==> src/design/sps_pkg.sv <==
// Package with register map, field positions, reset values and state types of the SPI port.
package sps_pkg;

  // ---------------------------------------------------------------
  // Register byte addresses
  // ---------------------------------------------------------------
  localparam logic [31:0] ADDR_STAT = 32'hffff0a00;
  localparam logic [31:0] ADDR_RX = 32'hffff0a04;
  localparam logic [31:0] ADDR_TX = 32'hffff0a08;
  localparam logic [31:0] ADDR_DIV = 32'hffff0a0c;
  localparam logic [31:0] ADDR_CTRL = 32'hffff0a10;

  // ---------------------------------------------------------------
  // Control field positions
  // ---------------------------------------------------------------
  localparam int CTL_EN = 0;
  localparam int CTL_MST = 1;
  localparam int CTL_CPHA = 2;
  localparam int CTL_CPOL = 3;
  localparam int CTL_LSB = 5;
  localparam int CTL_TXMODE = 6;
  localparam int CTL_UNF_PREV = 7;
  localparam int CTL_OVF_WR = 8;
  localparam int CTL_SS_OE = 9;
  localparam int CTL_SOE = 10;
  localparam int CTL_LOOP = 11;
  localparam int CTL_CONT = 12;
  localparam int CTL_W = 13;
  localparam logic [CTL_W-1:0] CTL_WMASK = 13'h1fef;

  // ---------------------------------------------------------------
  // Pin synchroniser lanes
  // ---------------------------------------------------------------
  localparam int SY_SCLK = 0;
  localparam int SY_MOSI = 1;
  localparam int SY_SS = 2;
  localparam int SY_MISO = 3;

  // ---------------------------------------------------------------
  // Reset values
  // ---------------------------------------------------------------
  localparam logic [CTL_W-1:0] CTRL_RST = 13'h0000;
  localparam logic [7:0] DIV_RST = 8'h1b;
  localparam logic [7:0] BYTE_RST = 8'h00;
  localparam logic [3:0] SYNC_RST = 4'hf;

  // Transfer engine states.
  typedef enum logic [0:0] {SPS_IDLE, SPS_XFER} sps_st_t;

  // Complete state of the port.
  typedef struct packed {
    sps_st_t st;
    logic [CTL_W-1:0] ctrl;
    logic [7:0] div;
    logic [7:0] rx;
    logic [7:0] tx;
    logic [7:0] last;
    logic [7:0] sh;
    logic [7:0] rsh;
    logic [7:0] cnt;
    logic [31:0] prdata;
    logic [2:0] bits;
    logic h;
    logic tx_full;
    logic rx_full;
    logic rx_ovf;
    logic tx_unf;
    logic tx_irq;
    logic start_req;
    logic rd_skip;
    logic sclk;
    logic dout;
    logic ss_n;
    logic [3:0] s1;
    logic [3:0] s2;
    logic [3:0] s3;
  } sps_state_t;

  localparam sps_state_t SPS_RST = '{st: SPS_IDLE, ctrl: CTRL_RST, div: DIV_RST, rx: BYTE_RST,
    tx: BYTE_RST, ss_n: 1'b1, s1: SYNC_RST, s2: SYNC_RST, s3: SYNC_RST, default: '0};

endpackage

==> src/design/sps_spi_port.sv <==
// SPI master/slave port with APB registers, status flags and clock divider.
// Operation
// RULE1: Master trigger: bit 6 set starts on transmit write, clear on receive read.
// RULE2: Bit 5 set shifts least significant bit first, else most significant first.
// RULE3: Bit 3 set makes the serial clock rest high, else low.
// RULE4: Bit 2 set pulses clock at bit start, else at bit end.
// RULE5: Bit 1 set selects master role, clear selects slave role.
// RULE6: Bit 0 enables the port; cleared means the port is idle.
// RULE7: Status bit 5 flags a byte arriving while unread data is held.
// RULE8: Status bit 3 shows valid unread received data.
// RULE9: Status bit 4 is set while receive full or overflow is set.
// RULE10: Reading the receive register clears full, interrupt and overflow flags.
// RULE11: Status bit 2 flags a transfer lacking data; transmit write clears it.
// RULE12: Status bit 1 sets on not busy or underflow; cleared by write or disable.
// RULE13: Status bit 0 sets on transmit write and holds until sending ends.
// RULE14: Status register is read-only, resets to zero, top two bits reserved.
// RULE15: Divider register is read/write, resets to 0x1b, sets the bit rate.
// RULE16: Receive register is read-only, resets to zero, holds last received byte.
// RULE17: Transmit register is write-only, resets to zero, queues a byte.
// RULE18: Master clock rate is system clock over two times one plus divider.
// RULE19: In slave mode the active-low select frames bytes until released.
// RULE20: Control bit 8 set overwrites on overflow, clear discards the new byte.
// RULE21: Interrupt follows the flag chosen by the transfer mode bit.
//
// Local design decision: the APB register port.
`timescale 1ns/1ps

module sps_spi_port
  import sps_pkg::*;
(
  input wire logic clk,
  input wire logic rst,
  input wire logic psel,
  input wire logic penable,
  input wire logic pwrite,
  input wire logic [31:0] paddr,
  input wire logic [31:0] pwdata,
  output logic [31:0] prdata,
  output logic pready,
  output logic pslverr,
  input wire logic sclk_i,
  output logic sclk_o,
  output logic sclk_oe,
  input wire logic mosi_i,
  output logic mosi_o,
  output logic mosi_oe,
  input wire logic miso_i,
  output logic miso_o,
  output logic miso_oe,
  input wire logic ss_n_i,
  output logic ss_n_o,
  output logic ss_n_oe,
  output logic irq
);

  sps_state_t q;
  sps_state_t n;

  logic en;
  logic mst;
  logic lsb;
  logic cpha;
  logic cpol;
  logic busy;
  logic rx_irq;
  logic [7:0] stat;

  // ---------------------------------------------------------------
  // Decoded control and status
  // ---------------------------------------------------------------

  // Mode bits and the status byte as software sees it.
  assign en = q.ctrl[CTL_EN]; // RULE6
  assign mst = q.ctrl[CTL_MST]; // RULE5
  assign lsb = q.ctrl[CTL_LSB];
  assign cpha = q.ctrl[CTL_CPHA];
  assign cpol = q.ctrl[CTL_CPOL];
  assign busy = (q.st == SPS_XFER);
  assign rx_irq = q.rx_full | q.rx_ovf; // RULE9
  assign stat = {2'b00, q.rx_ovf, rx_irq, q.rx_full, q.tx_unf, q.tx_irq, q.tx_full | busy}; // RULE14

  // ---------------------------------------------------------------
  // Next state
  // ---------------------------------------------------------------

  // Bus access, transfer engine and flag updates in one pass.
  always_comb begin
    logic acc;
    logic setup;
    logic wr_tx;
    logic rd_rx;
    logic smp;
    logic adv;
    logic sin;
    logic done;
    logic load;
    logic lead;
    logic trail;
    acc = psel & penable;
    setup = psel & ~penable;
    wr_tx = acc & pwrite & (paddr == ADDR_TX);
    rd_rx = acc & ~pwrite & (paddr == ADDR_RX) & ~q.rd_skip;
    smp = 1'b0;
    adv = 1'b0;
    sin = 1'b0;
    done = 1'b0;
    load = 1'b0;
    lead = (q.s2[SY_SCLK] != q.s3[SY_SCLK]) & (q.s2[SY_SCLK] != cpol);
    trail = (q.s2[SY_SCLK] != q.s3[SY_SCLK]) & (q.s2[SY_SCLK] == cpol);
    n = q;

    // Pin synchroniser; the second stage feeds logic, the third only the clock edge detection.
    n.s1 = {miso_i, ss_n_i, mosi_i, sclk_i};
    n.s2 = q.s1;
    n.s3 = q.s2;

    // Read data is captured in the setup phase.
    n.rd_skip = 1'b0;
    if (setup) begin
      case (paddr)
        ADDR_STAT: n.prdata = {24'h000000, stat};
        ADDR_RX: n.prdata = {24'h000000, q.rx}; // RULE16
        ADDR_DIV: n.prdata = {24'h000000, q.div};
        ADDR_CTRL: n.prdata = {19'h00000, q.ctrl};
        default: n.prdata = 32'h00000000; // RULE17
      endcase
    end

    // Receive read clears the receive flags; a new byte below wins.
    if (rd_rx) begin
      n.rx_full = 1'b0; // RULE10
      n.rx_ovf = 1'b0; // RULE10
      if (mst & ~q.ctrl[CTL_TXMODE]) begin
        n.start_req = 1'b1; // RULE1
      end
    end

    // Transfer engine.
    if (~en) begin
      n.st = SPS_IDLE; // RULE6
      n.sclk = cpol;
      n.ss_n = 1'b1;
      n.h = 1'b0;
      n.start_req = 1'b0;
    end else if (mst) begin
      case (q.st)
        SPS_IDLE: begin
          n.sclk = cpol; // RULE3
          n.ss_n = 1'b1;
          if (q.ctrl[CTL_TXMODE] ? q.tx_full : q.start_req) begin // RULE1
            load = 1'b1;
            n.start_req = 1'b0;
            n.st = SPS_XFER;
            n.ss_n = 1'b0;
            n.cnt = q.div;
            n.h = 1'b0;
            n.bits = 3'd0;
            n.sclk = cpol ^ cpha; // RULE4
          end
        end
        SPS_XFER: begin
          if (q.cnt != 8'h00) begin
            n.cnt = q.cnt - 8'h01; // RULE18
          end else begin
            n.cnt = q.div; // RULE18
            n.h = ~q.h;
            n.sclk = cpol ^ cpha ^ ~q.h; // RULE4
            if (!q.h) begin
              smp = 1'b1;
              sin = q.ctrl[CTL_LOOP] ? q.dout : q.s2[SY_MISO];
            end else begin
              adv = 1'b1;
            end
          end
        end
        default: n.st = SPS_IDLE;
      endcase
    end else begin
      if (q.s2[SY_SS]) begin
        n.st = SPS_IDLE; // RULE19
      end else if (q.st == SPS_IDLE) begin
        load = 1'b1; // RULE19
        n.st = SPS_XFER;
        n.bits = 3'd0;
      end else begin
        sin = q.s2[SY_MOSI];
        smp = cpha ? trail : lead; // RULE4
        adv = trail;
      end
    end

    // Receive shifter.
    if (smp) begin
      n.rsh = lsb ? {sin, q.rsh[7:1]} : {q.rsh[6:0], sin}; // RULE2
    end

    // Bit advance and end of byte.
    if (adv) begin
      n.bits = q.bits + 3'd1;
      n.sh = lsb ? {1'b0, q.sh[7:1]} : {q.sh[6:0], 1'b0}; // RULE2
      if (q.bits == 3'd7) begin
        done = 1'b1;
        if (!mst) begin
          load = 1'b1; // RULE19
        end else if (q.ctrl[CTL_CONT] & (q.tx_full | wr_tx)) begin
          load = 1'b1;
        end else begin
          n.st = SPS_IDLE;
          n.ss_n = 1'b1;
          n.sclk = cpol;
        end
      end
    end

    // Deliver a finished byte to the receive register.
    if (done) begin
      n.rd_skip = setup;
      if (q.rx_full & ~rd_rx) begin
        n.rx_ovf = 1'b1; // RULE7
        if (q.ctrl[CTL_OVF_WR]) begin
          n.rx = n.rsh; // RULE20
        end
      end else begin
        n.rx = n.rsh; // RULE16
        n.rx_full = 1'b1; // RULE8
      end
    end

    // Fetch the next byte to send, or flag underflow.
    if (load) begin
      n.bits = 3'd0;
      if (q.tx_full) begin
        n.sh = q.tx;
        n.last = q.tx;
        n.tx_full = 1'b0; // RULE13
      end else if (wr_tx) begin
        n.sh = pwdata[7:0];
        n.last = pwdata[7:0];
      end else begin
        n.tx_unf = 1'b1; // RULE11
        n.sh = q.ctrl[CTL_UNF_PREV] ? q.last : 8'h00;
      end
    end
    n.dout = lsb ? n.sh[0] : n.sh[7]; // RULE2

    // Register writes.
    if (acc & pwrite) begin
      case (paddr)
        ADDR_CTRL: n.ctrl = pwdata[CTL_W-1:0] & CTL_WMASK;
        ADDR_DIV: n.div = pwdata[7:0]; // RULE15
        ADDR_TX: begin
          n.tx = pwdata[7:0]; // RULE17
          n.tx_unf = 1'b0; // RULE11
          n.tx_full = ~(load & ~q.tx_full); // RULE13
        end
        default: n.div = n.div;
      endcase
    end

    // Transmit interrupt flag.
    if (wr_tx) begin
      n.tx_irq = 1'b0; // RULE12
    end else if (~en & ~busy) begin
      n.tx_irq = 1'b0; // RULE12
    end else if (~(q.tx_full | busy) | q.tx_unf) begin
      n.tx_irq = 1'b1; // RULE12
    end
  end

  // ---------------------------------------------------------------
  // State register
  // ---------------------------------------------------------------

  // Whole state is loaded with SPS_RST by the synchronous reset.
  always_ff @(posedge clk) begin
    if (rst) begin
      q <= SPS_RST; // RULE14
    end else begin
      q <= n;
    end
  end

  // ---------------------------------------------------------------
  // Outputs
  // ---------------------------------------------------------------

  // Bus answer: no wait states, error on unmapped addresses.
  assign prdata = q.prdata;
  assign pready = 1'b1;
  assign pslverr = psel & penable & ~(paddr inside {ADDR_STAT, ADDR_RX, ADDR_TX, ADDR_DIV, ADDR_CTRL});

  // Pins; the master drives clock and data out, the slave only its data out.
  assign sclk_o = q.sclk;
  assign sclk_oe = en & mst; // RULE5
  assign mosi_o = q.dout;
  assign mosi_oe = en & mst;
  assign miso_o = q.dout;
  assign miso_oe = en & ~mst & ~q.s2[SY_SS] & q.ctrl[CTL_SOE];
  assign ss_n_o = q.ss_n;
  assign ss_n_oe = en & mst & q.ctrl[CTL_SS_OE];

  // Interrupt follows the flag picked by the transfer mode.
  assign irq = en & (q.ctrl[CTL_TXMODE] ? q.tx_irq : rx_irq); // RULE21

endmodule

==> config.mk <==
export PLATFORM = sky130hd
export DESIGN_NAME = sps_spi_port
export DESIGN_NICKNAME = d
export VERILOG_FILES = /design/src/design/sps_pkg.sv /design/src/design/sps_spi_port.sv
export SDC_FILE = /design/constraint.sdc
export NUM_CORES = 1
export LEC_CHECK = 0
export BUFFER_PORTS_ARGS = -buffer_cell sky130_fd_sc_hd__clkbuf_2
export CAP_MARGIN = 20
export CORE_MARGIN = 4
export CORE_UTILIZATION = 55
export CTS_BUF_LIST = sky130_fd_sc_hd__clkbuf_8
export DETAILED_ROUTE_END_ITERATION = 10
export GPL_TIMING_DRIVEN = 0
export PLACE_DENSITY = 0.8
export REMOVE_ABC_BUFFERS = 1
export SKIP_LAST_GASP = 1
export SLEW_MARGIN = 20
export SYNTH_ARGS = -nofsm -noshare
export SYNTH_HDL_FRONTEND = slang
export SYNTH_SLANG_ARGS = --single-unit
export TNS_END_PERCENT = 1
==> constraint.sdc <==
create_clock -name clk -period 3 [get_ports clk]
set_input_delay 0.75 -clock clk [delete_from_list [all_inputs] [get_ports clk]]
set_output_delay 0.75 -clock clk [all_outputs]
set_load 0.02 [all_outputs]
## Word level (Yosys, flattened, before mapping)

Index checks and enable logic that the tools add are counted.
W data, S select, Z words.

- Register bits: 124
- Bits of input ports: 73
- Output and inout port bits: 43
- Word-level logic and storage cells: 206

- Add/subtract/negate cells: 2
- Equality and inequality tests: 15
- Multiplexer cells: 104
- Bitwise gates (word level): 42
- Reductions and logical operators: 17

Operators with widths:

| cell | count |
|---|---|
| $eq A32 B32 Y1 const B | 5 |
| $mux W8 | 12 |
| $mux W1 | 78 |
| $pmux W13 S4 | 1 |
| $and A1 B1 Y1 | 21 |
| $mux W3 | 6 |
| $mux W16 | 1 |
| $pmux W8 S2 | 1 |
| $not A1 Y1 | 15 |
| $reduce_and A2 Y1 | 5 |
| $reduce_bool A8 Y1 | 1 |
| $sub A8 B1 Y8 const B | 1 |
| $ne A2 B2 Y1 const B | 3 |
| $ne A3 B1 Y1 const B | 2 |
| $reduce_and A3 Y1 | 2 |
| $reduce_bool A2 Y1 | 3 |
| $reduce_or A2 Y1 | 3 |
| $reduce_bool A5 Y1 | 1 |
| $mux W2 | 2 |
| $mux W4 | 1 |
| $or A1 B1 Y1 | 4 |
| $pmux W1 S2 | 2 |
| $reduce_and A4 Y1 | 1 |
| $add A3 B1 Y3 const B | 1 |
| 6 further kinds | 8 |

## Logic depth before layout (Yosys ltp)

Gate-level depths: netlist of run 1.

- Word-level depth: 13
- Gate-level depth with buffers: 10
- Depth with buffers taken out: 8

## Worst setup path before layout of run 1

No wires, ideal clock.

- Kind: input port to output port
- Start: in paddr[5]
- End: out pslverr
- Arrival: 1.975 ns
- Required time: 2.250 ns
- Slack: 0.275 ns
- Cell stages on the path: 5
- Path buffers: 1
- Cells stage by stage: or3b_1 -> or4_1 -> buf_2 -> nor2_1 -> a21oi_1

- Word-level cells in the longest chain between the ends: 4
- Elaborated cells between the ends (all ways): 8
- Classes of those cells: 5 x eq/ne; 2 x bitwise; 1 x reduce/logical

Ends and longest elaborated chain:

| what | line | RTL |
|---|---|---|
| start, declared | sps_spi_port.sv:36 | `input wire logic [31:0] paddr,` |
| $eq A32 B32 Y1 | sps_spi_port.sv:290 | `assign pslverr = psel & penable & ~(paddr inside {ADDR_STAT, ADDR_RX, ADDR_TX, ADDR_DIV, ADDR_CTRL});` |
| $reduce_bool A5 Y1 * | sps_spi_port.sv:290 |  |
| $not A1 Y1 * | sps_spi_port.sv:290 |  |
| $and A1 B1 Y1 * | sps_spi_port.sv:290 |  |
| end, declared | sps_spi_port.sv:40 | `output logic pslverr,` |

Mark *: on every way between the ends. The rest lies on a longest branch, timed or not.

## Final worst setup path of run 1

Same ends and word-level chain as after synthesis.

==> results of run 1 <==
[metal layers]
metal  vias to the layer above  routed length, um
met5                         -                  0
met4                         0                265
met3                        27               1110
met2                       219               6740
met1                      2335               6050
li1                       2366                  -
[report_power, final]
part           leakage, uW  switching [uW]  internal (uW)  total, uW
clock network     0.000101             528            344        872
logic              0.00130            97.9           53.5        151
registers         0.000849            3.81           1400       1400
[critical path, stage by stage]
cell and delay (ps):
clkbuf_2 90, or3b_1 400, or4_1 580, nor2_1 200, a21oi_1 100, clkbuf_2 170
[metrics by stage]
| stage | cells | hold WS [ps] |
|---|---|---|
| floorplan | 587 | 389 |
| global placement | 799 | 392 |
| detailed placement | 801 | 398 |
| CTS | 817 | 425 |
| global route | 819 | 446 |
| finish | 819 | 421 |
[cell type report]
class	count	area, sq um
fill	906	4110
inverter	8	30.0
timing repair buffer	80	453
sequential	105	2100
tap	136	170
multi-input combinational	474	3220
clock buffer	10	138
clock inverter	6	57.6
[logic make-up after synthesis]
family,Yosys count
adders and majority gates,5
buffers and inverters,89
xor gates and xnor gates,3
AOI/OAI and AO/OA,142
muxes,56
other,2
and+or+nand+nor,248
DFF,105
[synth_stat cells (15+ instances only)]
cell / count / area, sq um
dfxtp_1: 105 / 2100
nor2_1: 67 / 251
mux2i_1: 44 / 440
nand2_1: 43 / 161
buf_4: 36 / 270
a21oi_1: 34 / 170
clkbuf_1: 26 / 97.6
nand3_1: 15 / 75.1
nor3b_1: 15 / 113
[worst paths after layout]
path | from | endpoint | slack (ps) | cells after the start
setup / recovery | paddr[5] | pslverr | -30 | 6
hold / removal | n[5] | n[1] | 420 | 1
setup reg to reg | q[58] | q[80] | 30 | 8
hold reg to reg | n[5] | n[1] | 420 | 1
[repair_timing]
action	4_1_cts	5_1_grt
resized for setup	1	2
hold buffers	0	0
pin swaps	0	1
setup buffers	0	1
endpoints found under the setup margin	36	48
cloned	0	0
==> results.py, run 1 <==
metrics = {
    "min_path": {
        "hp-class": "flop to flop",
    },
    "placement": {
        "dpl_cell_area_sq_um": 5950,
        "place_ws_ps": -556,
        "io_buffers": 76,
        "gp_congestion": 0.910,
        "dp_hpwl_um": 10300,
    },
    "run_status": {
        "violations": "setup timing",
        "status": "finished with violations",
    },
    "setup_path": {
        "worst-endpoint-arrival_ps": 2280,
        "crit_path_start_kind": "input pin",
        "required_ps": 2250,
        "critical_path_class": "input pin to primary output",
        "cp-end-kind": "primary output",
        "critPathMaxFanout": 5,
    },
    "synth": {
        "async_flop_share_pct": 0,
        "synthCells": 650,
        "synth_top_family_by_area": "simple AND/OR/NAND/NOR gates",
        "seq_area_frac_synth_pct": 36.5,
        "ys_ff_latch": 105,
        "syn-cell-area_sq_um": 5770,
        "yosys.area_share.adder_pct": 1.04,
        "synth_mux_area_share_pct": 9.98,
        "synthSimpleGateAreaFrac_pct": 24.4,
        "yosys_most_used_dff": "dfxtp_1",
        "synthXorXnorAreaFrac_pct": 0.456,
        "yosys_warnings": 0,
        "synth_edf_count": 0,
        "ys_types": 77,
        "syn_area_per_cell_sq_um": 8.87,
        "synth_compound_area_share_pct": 18.5,
    },
    "clock_network": {
        "clock_latency_ps": 380,
        "cts_buffers": 9,
        "ctsRootBufferMaster": "clkbuf_8",
        "path_clk_slew_ps": 110,
        "clock_sinks": 105,
        "cts_tree": "done",
        "clockBufferDepth": 2,
        "h-tree-depth": 3,
    },
    "timing": {
        "timing.final.crit_period_ps": 3030,
        "rsz0062_at_grt": "yes",
        "setup-tns-final_ps": -26.6,
        "min_period_over_period_pct": 101,
        "final-max-slew-violation-count": 0,
        "clock_skew_ps": 10.7,
        "maxSlewHeadroom_pct": 27.2,
        "setup_viol": 1,
        "fin_ws_ps": -26.6,
        "hold_viol": 0,
        "tightestPinTransition_ps": 1090,
        "max_freq_mhz": 330,
    },
    "global_routing": {
        "grt_use_met1_pct": 31.3,
        "met3_usage_pct": 4.83,
        "grt_max_degree": 72,
        "grt_pass1_wl_um": 22500,
        "antenna_found_initial": 0,
        "busiest_layer": "met2",
        "grt_use_total_pct": 23.5,
        "grt_pass1_vias": 4603,
        "gr-total-overflow": 0,
        "grtUsageMet2_pct": 37.7,
    },
    "flow_run": {
        "maxCapViolCount": 0,
    },
    "detailed_routing": {
        "dr.pass1.iters": 6,
        "detail_route.wl_per_cell_um": 17.3,
        "wirelength_um": 14200,
        "drtIter0Drc": 397,
        "via_count": 4947,
        "vias_per_cell": 6.04,
        "postRouteAntennaNets": 0,
        "drc": 0,
    },
    "power": {
        "peakVddDrop_mv": 0.250,
        "p_leak_uw": 0.00225,
        "power_uw": 2430,
        "powerDensity_nw_per_um2": 393,
    },
    "final_layout": {
        "num_antenna_cells": 0,
        "largest_reg_flops": 75,
        "layout_commonest_cell": "dfxtp_1",
        "final_nets": 755,
        "fin_util_pct": 60.0,
        "drive_gt1_share_pct": 21.5,
        "largest-register": "q",
        "final_area_sq_um": 6170,
        "area_growth_pct": 6.99,
        "mostFrequentLayoutCells": "dfxtp_1 (104), clkbuf_2 (75), nor2_1 (67), mux2i_1 (44), nand2_1 (42)",
    },
    "floorplan": {
        "dieArea_sq_um": 12200,
        "row_count": 37,
        "die_h_um": 110,
        "start_util_pct": 56.1,
        "core_area_sq_um": 10300,
        "ios": 116,
        "die_w_um": 110,
    },
}
(Power assumes the default switching activity.)
==> run 2: changes to the inputs <==
Settings changed: CORE_MARGIN 4 to default, CTS_BUF_LIST sky130_fd_sc_hd__clkbuf_8 to default.
==> results.py, run 2 (synthesized netlist as in run 1, its figures left out) <==
metrics = {
    "setup_path": {
        "worst_r2r_startpoint": "mst",
        "critical_path_class": "input pin to primary output",
        "crit_family": "simple AND/OR/NAND/NOR gates",
        "path_buf_inv": 2,
        "required_ps": 2250,
        "path_cells": "clkbuf_2 -> or3b_1 -> or4_1 -> nor2_1 -> a21oi_1 -> clkbuf_2",
        "reg2regPathDepth": 6,
        "crit_path_start_kind": "input pin",
        "slowest_delay_ps": 580,
        "rrSetupSlack_ps": 60,
        "cp-end-kind": "primary output",
        "path_common_cell": "clkbuf_2",
        "critPathMaxFanout": 5,
        "worst-endpoint-arrival_ps": 2270,
        "crit_slowest_cell": "or4_1",
        "reg2reg_to": "q[103]",
    },
    "global_routing": {
        "grt_pass1_vias": 4656,
        "grt_pass1_wl_um": 22300,
        "grt_max_degree": 62,
        "antenna_found_initial": 0,
        "grt_use_total_pct": 25.2,
        "gr-total-overflow": 0,
    },
    "final_layout": {
        "mostFrequentLayoutCells": "dfxtp_1 (104), clkbuf_2 (75), nor2_1 (67), mux2i_1 (44), nand2_1 (42)",
        "final_nets": 757,
        "layout_commonest_cell": "dfxtp_1",
        "num_antenna_cells": 0,
        "final_cell_count_no_fill": 821,
        "largest_reg_flops": 75,
        "area_growth_pct": 7.46,
        "drive_gt1_share_pct": 21.8,
        "final_area_sq_um": 6200,
        "num-fill-cells": 896,
        "largest-register": "q",
    },
    "clock_network": {
        "cts_hold_buf": 0,
        "h-tree-depth": 3,
        "cts_tree": "done",
        "clock_sinks": 105,
        "path_clk_slew_ps": 100,
        "ctsRootBufferMaster": "clkbuf_8",
        "clockBufferDepth": 2,
        "cts_buffers": 9,
        "clock_latency_ps": 380,
    },
    "floorplan": {
        "dieArea_sq_um": 10900,
        "row_count": 37,
        "die_w_um": 104,
        "core_area_sq_um": 10200,
        "ios": 116,
        "start_util_pct": 56.4,
        "die_h_um": 104,
    },
    "detailed_routing": {
        "via_count": 5038,
        "postRouteAntennaNets": 0,
        "wirelength_um": 13800,
        "detail_route.wl_per_cell_um": 16.9,
        "drtIter0Drc": 395,
        "vias_per_cell": 6.14,
        "drc": 0,
        "dr.pass1.iters": 5,
    },
    "power": {
        "powerDensity_nw_per_um2": 393,
        "power_uw": 2440,
        "p_leak_uw": 0.00226,
        "peakVddDrop_mv": 0.238,
    },
    "min_path": {
        "hold_end": "n[0]",
        "hp-class": "flop to flop",
        "hp-start": "n[4]",
        "whs_path_depth": 1,
    },
    "timing": {
        "hold_viol": 0,
        "timing.final.crit_period_ps": 3020,
        "min_period_over_period_pct": 101,
        "maxSlewHeadroom_pct": 28.3,
        "fin_ws_ps": -22.2,
        "final-max-slew-violation-count": 0,
        "tightestPinTransition_ps": 1070,
        "setup_viol": 1,
        "max_freq_mhz": 331,
        "setup-tns-final_ps": -22.2,
        "clock_skew_ps": 22.4,
        "rsz0062_at_grt": "yes",
    },
    "run_status": {
        "status": "finished with violations",
        "violations": "setup timing",
    },
    "placement": {
        "dp_hpwl_um": 10100,
        "dp.cells": 801,
        "io_buffers": 76,
        "dpl_cell_area_sq_um": 5950,
        "gp_congestion": 0.913,
    },
    "flow_run": {
        "maxCapViolCount": 0,
    },
}
run 2: changes by cell type in the layout (fill, tap and decap cells not counted):
cell	delta
buf_4	+1
inv_6	+1
clkinv_4	-1
buf_12	+1
run 2: worst max-delay path by stage:
| stage | start | to | slack (ps) | depth (start not counted) |
|---|---|---|---|---|
| global route | mst | q[103] | -120 | 6 |
| CTS | paddr[13] | q[76] | -140 | 8 |
| floorplan | paddr[5] | q[79] | -520 | 6 |
| global placement | paddr[13] | q[79] | -1280 | 7 |
| detailed placement | paddr[13] | busy | -590 | 7 |
| finish | paddr[5] | pslverr | -20 | 6 |
run 2: cell type report:
type | count | area, sq um | share of cell area (%)
Sequential cell | 105 | 2100 | 33.9
Clock buffer | 10 | 138 | 2.22
Clock inverter | 6 | 57.6 | 0.929
Tap cell | 136 | 170 | 2.75
Timing Repair Buffer | 82 | 480 | 7.75
Inverter | 8 | 30.0 | 0.485
Multi-Input combinational cell | 474 | 3220 | 51.9
run 2: worst reg2reg max path: cells and delay by family (launching register included):
kind	cells	cell delay (ps)
simple gates	3	770
compound gates	3	1540
flops	1	530
run 2: routing by layer:
| metal | up-vias | share of wire [%] | GRT usage [%] |
|---|---|---|---|
| met1 | 2435 | 43 | 33.8 |
| li1 | 2378 | - | - |
| met5 | - | 0 | 0 |
| met3 | 28 | 6.6 | 3.38 |
| met2 | 197 | 48 | 41.5 |
| met4 | 0 | 1.9 | 8.78 |
run 2: stage by stage:
stage	hold slack, ps	utilization [%]	setup WS (ps)
finish	418	60.6	-22.2
floorplan	389	-	-519
detailed placement	392	58.2	-586
global route	431	60.6	-124
CTS	424	60.1	-144
global placement	392	57.6	-1280
run 2: repair_timing:
item	CTS	global route
buffers inserted	0	4
hold endpoints to repair	0	0
endpoints found under the setup margin	21	40
pin swaps	0	1
gates resized for setup	2	1
run 2: power by group:
group          leakage (uW)  switching, uW  internal, uW  total, uW
Sequential         0.000849           3.87          1400       1400
Clock              0.000101            536           346        882
Combinational       0.00131           97.1          53.5        151
Total               0.00226            637          1800       2440
==> run 3: changes to the inputs <==
Settings changed: PLACE_DENSITY 0.8 to default, PLACE_DENSITY_LB_ADDON from default to 0.05.
==> results.py, run 3 (synthesized netlist as in run 1, its figures left out) <==
metrics = {
    "clock_network": {
        "clockBufferDepth": 2,
        "cts_tree": "done",
        "ctsRootBufferMaster": "clkbuf_8",
        "cts_hold_buf": 0,
        "cts_buffers": 9,
        "clock_sinks": 105,
        "h-tree-depth": 3,
        "path_clk_slew_ps": 100,
        "clock_latency_ps": 390,
    },
    "setup_path": {
        "path_depth": 8,
        "crit_start": "paddr[13]",
        "worst_r2r_startpoint": "q[58]",
        "crit_family": "simple AND/OR/NAND/NOR gates",
        "crit_slowest_cell": "or4b_1",
        "reg2reg_to": "q[75]",
        "path_cells": "clkbuf_2 -> or4b_1 -> nor4_2 -> nand3_2 -> a21oi_4 -> buf_16 -> o311ai_1 -> a311oi_1",
        "endpoint": "q[75]",
        "critical_path_class": "input pin to flop",
        "slowest_delay_ps": 530,
        "worst-endpoint-arrival_ps": 3330,
        "crit_path_start_kind": "input pin",
        "path_buf_inv": 2,
        "rrSetupSlack_ps": 120,
        "required_ps": 3280,
        "reg2regPathDepth": 8,
        "critPathMaxFanout": 22,
        "cp-end-kind": "flop",
    },
    "placement": {
        "dp_hpwl_um": 9980,
        "io_buffers": 76,
        "dpl_cell_area_sq_um": 5950,
        "gp_congestion": 0.838,
        "place_ws_ps": -579,
    },
    "run_status": {
        "violations": "setup timing",
        "status": "finished with violations",
    },
    "timing": {
        "setup_viol": 3,
        "hold_viol": 0,
        "rsz0062_at_grt": "yes",
        "maxSlewHeadroom_pct": 28.0,
        "setup-tns-final_ps": -85.6,
        "clock_skew_ps": 14.5,
        "fin_ws_ps": -55.9,
        "timing.final.crit_period_ps": 3060,
        "max_freq_mhz": 327,
        "final-max-slew-violation-count": 0,
        "tightestPinTransition_ps": 1080,
        "min_period_over_period_pct": 102,
    },
    "floorplan": {
        "dieArea_sq_um": 10900,
        "die_w_um": 104,
        "ios": 116,
        "start_util_pct": 56.4,
        "row_count": 37,
        "core_area_sq_um": 10200,
        "die_h_um": 104,
    },
    "min_path": {
        "hp-class": "flop to flop",
    },
    "global_routing": {
        "grt_pass1_wl_um": 23000,
        "antenna_found_initial": 0,
        "gr-total-overflow": 0,
        "grt_max_degree": 59,
        "grt_use_total_pct": 26.6,
        "grt_pass1_vias": 4547,
    },
    "power": {
        "power_uw": 2550,
        "peakVddDrop_mv": 0.283,
        "powerDensity_nw_per_um2": 410,
        "p_leak_uw": 0.00226,
    },
    "final_layout": {
        "num_antenna_cells": 0,
        "layout_commonest_cell": "dfxtp_1",
        "final_area_sq_um": 6210,
        "largest-register": "q",
        "largest_reg_flops": 75,
        "mostFrequentLayoutCells": "dfxtp_1 (104), clkbuf_2 (75), nor2_1 (67), mux2i_1 (44), nand2_1 (42)",
        "area_growth_pct": 7.68,
        "num-fill-cells": 940,
        "fin_util_pct": 60.7,
        "final_nets": 754,
        "drive_gt1_share_pct": 21.7,
    },
    "detailed_routing": {
        "detail_route.wl_per_cell_um": 17.2,
        "drc": 0,
        "vias_per_cell": 5.90,
        "wirelength_um": 14000,
        "drtIter0Drc": 255,
        "via_count": 4824,
        "dr.pass1.iters": 7,
        "postRouteAntennaNets": 0,
    },
    "flow_run": {
        "maxCapViolCount": 0,
    },
}
[run 3: cell type report]
| type | instances | area, sq um | area share, % |
|---|---|---|---|
| sequential | 105 | 2100 | 33.9 |
| inverter | 8 | 30.0 | 0.484 |
| timing repair buffer | 79 | 445 | 7.17 |
| clock inverter | 4 | 76.3 | 1.23 |
| tap | 136 | 170 | 2.74 |
| clock buffer | 11 | 151 | 2.44 |
| multi-input combinational | 474 | 3230 | 52.1 |
[run 3: worst min-delay path by stage]
stage                     slack, ps  depth (start not counted)  from  endpoint
after floorplan                 390                          1  n[4]      n[0]
after global placement          390                          1  n[6]      n[2]
after detailed placement        390                          1  n[5]      n[1]
after CTS                       420                          1  n[5]      n[1]
after global routing            430                          1  n[7]      n[3]
final                           410                          1  n[4]      n[0]
[run 3: per-layer routing]
metal  up-vias  track usage [%]  wire length (um)
met5         -                0                 0
li1       2368                -                 -
met2       143             43.2              6700
met1      2289             35.1              6350
met4         0             8.78               239
met3        24             5.45               750
[run 3: where the power goes]
group	internal, uW	switching (uW)
Clock	512	483
Sequential	1400	3.48
Combinational	53.5	95.7
Total	1970	582
[run 3: stage by stage]
step / instances / hold slack (ps)
2_1_floorplan: 587 / 389
3_3_place_gp: 799 / 391
6_report: 817 / 411
5_1_grt: 817 / 430
3_5_place_dp: 801 / 394
4_1_cts: 817 / 416
[run 3: what timing repair did]
action	in CTS	in global routing
setup endpoints to repair	24	31
setup buffers	1	0
resized for setup	2	2
pin swaps	1	0
